## src/rtl/sasq_pkg.sv

```systemverilog
// Constants and types for the self-adjust and store sequencer
package sasq_pkg;

    // Core clock
    localparam int unsigned CLOCK_MHZ        = 200;
    localparam int unsigned CLOCK_PERIOD_PS  = 5000;

    // DAC code
    localparam int unsigned DAC_W            = 12;
    localparam logic [11:0] DAC_RESET        = 12'h000;
    localparam logic [11:0] DAC_MAX          = 12'hfff;
    localparam logic [11:0] DAC_ONE          = 12'h001;

    // Least trigger low time, rounded up to whole cycles
    localparam int unsigned TRIG_LOW_NS      = 100;
    localparam int unsigned TRIG_LOW_CYC     = (TRIG_LOW_NS * 1000 + CLOCK_PERIOD_PS - 1) / CLOCK_PERIOD_PS;
    localparam logic [4:0]  TRIG_LOW_LAST    = 5'(TRIG_LOW_CYC - 1);

    // One DAC step is one quantization size; the slowest settling rate
    // fixes the longest time one step may take, rounded down
    localparam int unsigned QUANT_UV         = 1500;
    localparam int unsigned SETTLE_MS_PER_V  = 10;
    localparam int unsigned STEP_NS          = SETTLE_MS_PER_V * QUANT_UV;
    localparam int unsigned STEP_CYC         = STEP_NS * 1000 / CLOCK_PERIOD_PS;
    localparam logic [11:0] STEP_LAST        = 12'(STEP_CYC - 1);

    // Nonvolatile write time, longest, rounded down
    localparam int unsigned NV_WRITE_MS      = 12;
    localparam int unsigned NV_WRITE_CYC     = int'(64'(NV_WRITE_MS) * 64'd1000000000 / 64'(CLOCK_PERIOD_PS));
    localparam int unsigned WR_CNT_W         = 22;

    // Turn-on time, longest, rounded down
    localparam int unsigned TURN_ON_US       = 10;
    localparam int unsigned TURN_ON_CYC      = TURN_ON_US * 1000000 / CLOCK_PERIOD_PS;

    typedef enum logic [1:0] {
        ST_RESTORE,
        ST_IDLE,
        ST_TRACK,
        ST_WRITE
    } sasq_state_t;

    typedef struct packed {
        sasq_state_t   state;
        logic          trig_meta;
        logic          trig_sync;
        logic          above_meta;
        logic          above_sync;
        logic          within_meta;
        logic          within_sync;
        logic          armed;
        logic [4:0]    low_cnt;
        logic [11:0]   step_cnt;
        logic [21:0]   wr_cnt;
        logic [11:0]   dac_code;
        logic [11:0]   nv_code;
        logic          nv_program;
        logic          tracking;
        logic          restored;
    } sasq_regs_t;

endpackage

```

## src/rtl/sasq_sequencer.sv

```systemverilog
// Self-adjust and store sequencer: trigger qualify, DAC tracking, NV write, power-up restore
//
// Summary of operation
// - Self-adjust starts only after trigger stays low at least the trigger low time.
// - After the low time is met, the sequence runs on whatever trigger does.
// - Tracking begins once falling edge plus trigger low time has passed.
// - Tracking steps the DAC code toward the sample input until it is within the tracking window or at a rail.
// - Every DAC step moves the output by at most one quantization size.
// - Tracking time scales with output change, at most 10 ms per volt.
// - Within the tracking window the code is written to NV memory automatically.
// - The NV write phase lasts the write time, at most 12 ms.
// - Stored code survives power cycles and is reloaded into the DAC at power-up.
// - With trigger and sample open, restored output is valid within turn-on time.
// - Adjust and store may repeat any number of times, same order each time.
// - An open trigger reads inactive and the stored output is kept.
// - Trigger is level qualified; a low present at power-up also starts a cycle.
`timescale 1ns/1ps

module sasq_sequencer
    import sasq_pkg::*;
#(
    parameter int unsigned NV_WRITE_CYCLES = sasq_pkg::NV_WRITE_CYC
) (
    input  wire logic        clock,
    input  wire logic        sys_rst,
    input  wire logic        program_trigger_n,
    input  wire logic        sample_above,
    input  wire logic        sample_within,
    input  wire logic [11:0] nv_stored_code,
    output logic      [11:0] dac_code,
    output logic      [11:0] nv_code,
    output logic             nv_program,
    output logic             tracking,
    output logic             restored
);

    import sasq_pkg::*;

    localparam logic [21:0] WR_LAST = 22'(NV_WRITE_CYCLES - 1);

    sasq_regs_t r;
    sasq_regs_t next_r;

    logic at_limit;

    always_comb begin
        // Stepping past either end would wrap the code; treat a rail as done
        at_limit = (r.above_sync && (r.dac_code == DAC_MAX)) ||
                   (!r.above_sync && (r.dac_code == DAC_RESET));
    end

    always_comb begin
        next_r = r;
        // Trigger pin and comparator outputs come from outside the clock domain
        next_r.trig_meta   = program_trigger_n;
        next_r.trig_sync   = r.trig_meta;
        next_r.above_meta  = sample_above;
        next_r.above_sync  = r.above_meta;
        next_r.within_meta = sample_within;
        next_r.within_sync = r.within_meta;
        case (r.state)
            ST_RESTORE: begin
                next_r.dac_code = nv_stored_code;
                next_r.restored = 1'b1;
                next_r.state    = ST_IDLE;
            end
            ST_IDLE: begin
                if (r.trig_sync) begin
                    // Open trigger is pulled high and reads inactive
                    next_r.low_cnt = 5'h00;
                    next_r.armed   = 1'b1;
                end else if (r.armed) begin
                    if (r.low_cnt == TRIG_LOW_LAST) begin
                        next_r.state    = ST_TRACK;
                        next_r.tracking = 1'b1;
                        next_r.step_cnt = 12'h000;
                        next_r.low_cnt  = 5'h00;
                        next_r.armed    = 1'b0;
                    end else begin
                        next_r.low_cnt = r.low_cnt + 5'h01;
                    end
                end
            end
            ST_TRACK: begin
                // Trigger level is not looked at here
                if (r.step_cnt == STEP_LAST) begin
                    next_r.step_cnt = 12'h000;
                    if (r.within_sync || at_limit) begin
                        next_r.state      = ST_WRITE;
                        next_r.tracking   = 1'b0;
                        next_r.nv_program = 1'b1;
                        next_r.nv_code    = r.dac_code;
                        next_r.wr_cnt     = 22'h000000;
                    end else if (r.above_sync) begin
                        next_r.dac_code = r.dac_code + DAC_ONE;
                    end else begin
                        next_r.dac_code = r.dac_code - DAC_ONE;
                    end
                end else begin
                    next_r.step_cnt = r.step_cnt + 12'h001;
                end
            end
            ST_WRITE: begin
                // Code held fixed for the whole write so the NV cell sees one value
                if (r.wr_cnt == WR_LAST) begin
                    next_r.nv_program = 1'b0;
                    next_r.state      = ST_IDLE;
                    next_r.low_cnt    = 5'h00;
                end else begin
                    next_r.wr_cnt = r.wr_cnt + 22'h000001;
                end
            end
            default: begin
                next_r.state = ST_IDLE;
            end
        endcase
    end

    always_ff @(posedge clock or posedge sys_rst) begin
        if (sys_rst) begin
            r.state       <= ST_RESTORE;
            r.trig_meta   <= 1'b1;
            r.trig_sync   <= 1'b1;
            r.above_meta  <= 1'b0;
            r.above_sync  <= 1'b0;
            r.within_meta <= 1'b0;
            r.within_sync <= 1'b0;
            // Armed from power-up so a trigger already low is honoured
            r.armed       <= 1'b1;
            r.low_cnt     <= 5'h00;
            r.step_cnt    <= 12'h000;
            r.wr_cnt      <= 22'h000000;
            r.dac_code    <= DAC_RESET;
            r.nv_code     <= DAC_RESET;
            r.nv_program  <= 1'b0;
            r.tracking    <= 1'b0;
            r.restored    <= 1'b0;
        end else begin
            r <= next_r;
        end
    end

    always_comb begin
        dac_code   = r.dac_code;
        nv_code    = r.nv_code;
        nv_program = r.nv_program;
        tracking   = r.tracking;
        restored   = r.restored;
    end
endmodule

```

## config.mk

```make
export PLATFORM = sky130hd
export DESIGN_NAME = sasq_sequencer
export DESIGN_NICKNAME = d
export VERILOG_FILES = /design/src/rtl/sasq_pkg.sv /design/src/rtl/sasq_sequencer.sv
export SDC_FILE = /design/constraint.sdc
export NUM_CORES = 1
export LEC_CHECK = 0
export ABC_AREA = 1
export BUFFER_PORTS_ARGS = -buffer_cell sky130_fd_sc_hd__buf_2
export CORE_UTILIZATION = 50
export CTS_CLUSTER_SIZE = 16
export DETAILED_ROUTE_END_ITERATION = 8
export PLACE_DENSITY = 0.69
export SLEW_MARGIN = 5
export SYNTH_ARGS = -nofsm -noshare
export SYNTH_HDL_FRONTEND = slang
export SYNTH_SLANG_ARGS = --single-unit
```

## constraint.sdc

```tcl
create_clock -name clock -period 5.8 [get_ports clock]
set_input_delay 0.29 -clock clock [delete_from_list [all_inputs] [get_ports clock]]
set_output_delay 0.29 -clock clock [all_outputs]
set_load 0.005 [all_outputs]
```

======== Word level (Yosys, flattened, before mapping) ========
Cells that the tools add are included.
word-level totals
  register bits ........................... 75
  input bits .............................. 17
  memories kept ........................... 0
  latch bits .............................. 0
  memory bits (writable) .................. 0
  ROM bits ................................ 0
operators by class
  shifts and indexed selects .............. 0
  $add $sub $neg .......................... 5
  reduce and logical (&&, ||, !) cells .... 19
  div/mod/pow operators ................... 0
  bitwise gates (word level) .............. 0
  order comparisons ....................... 0
  eq/ne operators ......................... 16
  muxes and demuxes ....................... 31
  $mul .................................... 0
operators by type and width
  cell                                                                   count
  12-bit two-way mux                                                     5
  48-bit two-way mux                                                     1
  12-bit one-hot mux with 2 select lines                                 2
  22-bit two-way mux                                                     2
  22-bit one-hot mux with 2 select lines                                 1
  12-bit by 1-bit adder with 12-bit output (second input constant)       2
  12-bit equality test (second input constant)                           2
  22-bit by 1-bit adder with 22-bit output (second input constant)       1
  22-bit equality test (second input constant)                           1
  18-bit two-way mux                                                     1
  2-bit inequality test (second input constant)                          8
  14-bit two-way mux                                                     1
  12-bit logical NOT                                                     1
  2-bit two-way mux                                                      6
  4-bit AND reduction                                                    3
  6-bit AND reduction                                                    2
  12-bit by 1-bit subtractor with 12-bit output (second input constant)  1
  5-bit two-way mux                                                      2
  5-bit one-hot mux with 2 select lines                                  1
  3-bit AND reduction                                                    3
  2-bit one-hot mux with 4 select lines                                  1
  2-bit nonzero test                                                     4
  6-bit two-way mux                                                      1
  5-bit by 1-bit adder with 5-bit output (second input constant)         1
  other kinds (10)                                                       18

======== Depth between registers and ports, before layout ========
  depth after elaboration ................. 7
  depth in mapped cells ................... 13
  depth with buffers taken out ............ 13

======== Worst setup path before layout ========
No wires, ideal clock.
  path kind ............................... reg2reg
  from .................................... register r[69] (netlist bit)
  to ...................................... register dac_code[5] (netlist name)
  buffers on the path ..................... 0
  library setup time ...................... 0.117 ns
  path slack .............................. 4.094 ns
  stages on the path, launching flop included .. 11
  clock period less this slack ............ 1.706 ns
  arrival ................................. 1.589 ns
  required time ........................... 5.683 ns
  cells stage by stage .................... dfrtp_1 > inv_1 > ha_1 > nand2_1 > nand3_1 > a21oi_1 > nand2_1 > nand2_1 > o21ai_0 > nand2_1 > nand2_1
on the way
  cells in the longest elaborated chain, start to end .. 6
  elaborated cells on any way between the ends .. 11
  classes of those cells .................. 1 x eq/ne; 4 x mux; 6 x reduce/logical
ends and longest elaborated chain
  element                          RTL line               RTL
  from (decl)                      sasq_sequencer.sv:41   sasq_regs_t r;
  from (signal assigned)           sasq_sequencer.sv:139  r <= next_r;
  1-bit logical NOT                sasq_sequencer.sv:49   (!r.above_sync && (r.dac_code == DAC_RESET));
  1-bit logical AND                sasq_sequencer.sv:49
  1-bit logical OR                 sasq_sequencer.sv:48   at_limit = (r.above_sync && (r.dac_code == DAC_MAX)) ||
  1-bit logical OR                 sasq_sequencer.sv:88   if (r.within_sync || at_limit) begin
  2-bit inequality test (no line)  -
  3-bit AND reduction (no line)    -
Parallel ways exist; a longest one is shown, timed or not. The select of a mux whose other input is x is not followed.
A chain may end at the register's enable or synchronous reset.

======== Final worst setup path ========
  from .................................... register r[73] (netlist bit)
  to ...................................... register r[54] (netlist bit)
on the way
  cells in the longest elaborated chain, start to end .. 3
  elaborated cells on any way between the ends .. 8
  classes of those cells .................. 5 x eq/ne; 1 x mux; 2 x reduce/logical
ends and longest elaborated chain
  element                                                                                RTL line              RTL
  2-bit by 1-bit equality test with 1-bit output or 2-bit equality test (tied branches)  sasq_sequencer.sv:61  case (r.state)
  2-bit inequality test (no line) or 2-bit nonzero test (tied branches)                  -
  4-bit AND reduction (no line)                                                          -
Parallel ways exist; a longest one is shown, timed or not.

==> impl_results.md <==
- WHS Endpoint: next_r[71]
- DRT iter0 DRCs: about 250
- Setup ws final: between 3000 and 4000 ps
- Slew @ Worst Pin: roughly 920 ps
- Routed Antenna Nets: 0
- Clk buf depth: 2
- Die Wd: 102.5 um
- Post-synthesis net count: 765
- Crit path DAT: 2750 ps
- R2R cell count: 10
- Yosys warnings: 0
- Status: finished clean
- Setup TNS Final: 0 ps
- Wire per inst: ~12 um
- Fin. Hold Viols: 0
- CP top delay family: buffers and inverters
- Hold Path Origin: program_trigger_n
- Die Area: 10,520 sq um
- Pwr/cell area: 388.0 nW/um^2
- Vias: around 4,400
- Avg Vias per Cell: 4.990
- Worst r2r src: r[73]
- PortBufs: 43
- IO Count: 44
- DIE HEIGHT: 102.5 um
- Crit Path Class: flip-flop to flip-flop
- Synth Register Bits: 75
- Max-cap viol count: 0
- CTS clk-pin slew, worst paths: about 80 ps
- Synthesis-to-layout area growth: 6.658%
- Hold Path Stages: 1
- Pin count of the biggest net entering global routing: 76
- Seq/Total Area, Yosys: 37.20%
- Post-Syn Area: 5055 sq um
- GPL Wtd Cong: 0.8717
- Total core area: 9774 sq um
- Peak VDD IR: around 0.00027 V
- CP Cell Sequence: inv_1 -> ha_1 -> inv_2 -> nand2_1 -> o21ai_1 -> clkinv_1 -> nand2_1 -> nor2_1 -> o21ai_1 -> inv_1
- Post-CTS Resized: 0
- Crit path time final: 2505 ps
- Number of flops mapped to enable cells by yosys: 0
- Worst path slowest cell: clkinv_1
- Rows: 36
- Vias in the first global route: 4,007
- Hold_ws: 37.23 ps
- Reg-to-reg slack, setup: 3290 ps
- FF+latch area: 1881 sq um
- Residual DRC count: 0
- Initial antenna violation count: 0
- Buf/Inv on CP: 4
- Worst-path fanout max: 18
- Slew margin rel.: between 30% and 40%
- CP Data Required Time: 6040 ps
- Peak Freq: 399.1 MHz
- Synth cell types: 38
- Final Net Count: about 780
- Predominant post-synthesis flop cell: dfrtp_1
- Hold_buf cts: 0
- Routed WL: 10.90 mm
- Hold crit path type: primary input to flip-flop
- Initial cell density of the core: 51.72%
- Layout cells sized above 1: between 10% and 20%
- Filler Cell Count: 958
- Delay of the slowest cell on the worst path: approximately 450 ps
- Num CTS Buffers: 9
- Final worst path period share: a little over two fifths
- First-pass GRT wire length: 18.84 mm
- Final setup vio count: 0
- Post-Place Setup Slack: 3305 ps
- Post-synthesis cell count: 730
- Clock Latency Late Sink: 350 ps
- Root Buffer: clkbuf_8
- CTS tree: built
- LEAKAGE: approximately 2.7 nW
- Ant. Diodes: 0
- Unrepaired setup endpoints after global routing: false
- Synth async-reset ratio: 100.0%
- Total GRT Usage: 22.89%
- Max Slew Vio Count: 0
- Detailed placement HPWL: 8.021 mm
- Clock Skews: slightly above 10 ps
- Startpoint types: flip-flop
- Area of the multi-input gates: 2616 sq um
- Remaining global-route overflow: 0
- Crit end category: flip-flop
- R2R Path End: r[54]
- Avg Cell Area, Syn: 6.924 sq um
- CTS HTree Levels: 3
- Post-CTS setup buffer count: 0
- Drt pass-1 iters: 5
- Clock sink count: 75
-- layer usage --
metal | GRT usage, % | up-vias | part of all wire [%]
met4 | 5.824 | 0 | 1.3
met1 | 31.92 | 2007 | 49
met5 | 0 | - | 0
met2 | 36.67 | 118 | 45
li1 | - | 2282 | -
met3 | 4.271 | 14 | 5.3
-- metrics by stage --
stage / utilization [%] / cells / cell area (sq um) / power (W)
2_1_floorplan: - / 730 / 5055 / 0.001501
3_3_place_gp: 52.84 / 870 / 5165 / 0.001614
3_5_place_dp: 52.84 / 870 / 5165 / 0.001642
4_1_cts: 55.16 / 886 / 5391 / 0.002110
5_1_grt: 55.16 / 886 / 5391 / 0.002290
6_report: 55.16 / 886 / 5391 / 0.002092
-- cells in the mapped netlist (2+ instances only) --
library cell / number / area share (%)
clkbuf_1: 4 / 0.30
o21ai_0: 19 / 1.9
a22oi_1: 4 / 0.59
ha_1: 17 / 4.2
buf_4: 25 / 3.7
nand3b_1: 6 / 0.89
inv_2: 4 / 0.30
nor2_2: 4 / 0.49
nor3_1: 9 / 0.89
nor2_1: 110 / 8.2
nand2_2: 7 / 0.87
o21ai_1: 2 / 0.20
xor2_1: 18 / 3.1
nand3_1: 36 / 3.6
nand2_4: 2 / 0.45
xnor2_1: 7 / 1.2
o21ai_2: 3 / 0.52
buf_6: 6 / 1.3
a21oi_2: 2 / 0.35
inv_1: 69 / 5.1
a21oi_1: 20 / 2.0
dfstp_2: 3 / 1.6
or2_2: 2 / 0.25
dfrtp_1: 72 / 36
nand2_1: 258 / 19
nand4_1: 9 / 1.1
-- worst max-delay path by stage --
stage               slack, ps           to  startpoint  cells after the start
detailed placement       3310        r[54]       r[73]                     10
global route             3000        r[54]       r[73]                     10
finish                   3290        r[54]       r[73]                     10
global placement         3420        r[54]       r[73]                     10
floorplan                3600  dac_code[0]     sys_rst                      1
CTS                      3270        r[54]       r[73]                     10
-- cells in the final DEF, fill, tap and decap left out, types with 2 or more instances in the layout --
cell,netlist,final
buf_2,1,43
clkbuf_8,0,11
dfrtp_1,72,72
inv_2,4,4
nor2_2,4,4
o21ai_2,3,3
clkinv_2,0,4
dfstp_2,3,3
nand3b_1,6,6
nand4_1,9,9
nand3_1,36,36
or2_2,2,2
nor2_1,110,110
nand2_4,2,2
a22oi_1,4,4
bufinv_16,0,2
o21ai_0,19,19
a21oi_2,2,2
ha_1,17,17
xnor2_1,7,7
nand2_2,7,7
nand2_1,258,258
inv_1,69,68
xor2_1,18,18
a21oi_1,20,20
o21ai_1,2,2
nor3_1,9,9
-- report_power, final --
group	leakage [nW]	internal (W)	switching [W]	total (W)
combinational	1.60	0.000301	0.000613	0.000914
sequential	0.983	0.000603	0.000117	0.000719
clock	0.119	0.000264	0.000195	0.000458
-- registers in the layout, summed over array words and instances (netlist names) --
register    count
restored        1
nv_program      1
tracking        1
dac_code       12
r              45
nv_code        12
next_r          3
-- area by class of cell --
cell class	count	share of cell area, %
repair buffers	44	4.131
multi-input cells	544	48.53
inverters	74	5.175
clock buffers	11	2.808
well taps	133	3.087
clock inverters	5	1.392
flip-flops and latches	75	34.88
-- cell families after synthesis --
family          synth area share, %
compound gates                5.916
xor+xnor                      4.332
fa+ha+maj                     4.604
buf+inv                       11.04
flops                         37.20
mux                          0.1980
simple gates                  36.71
No activity file was read; power rests on OpenSTA's default activity.
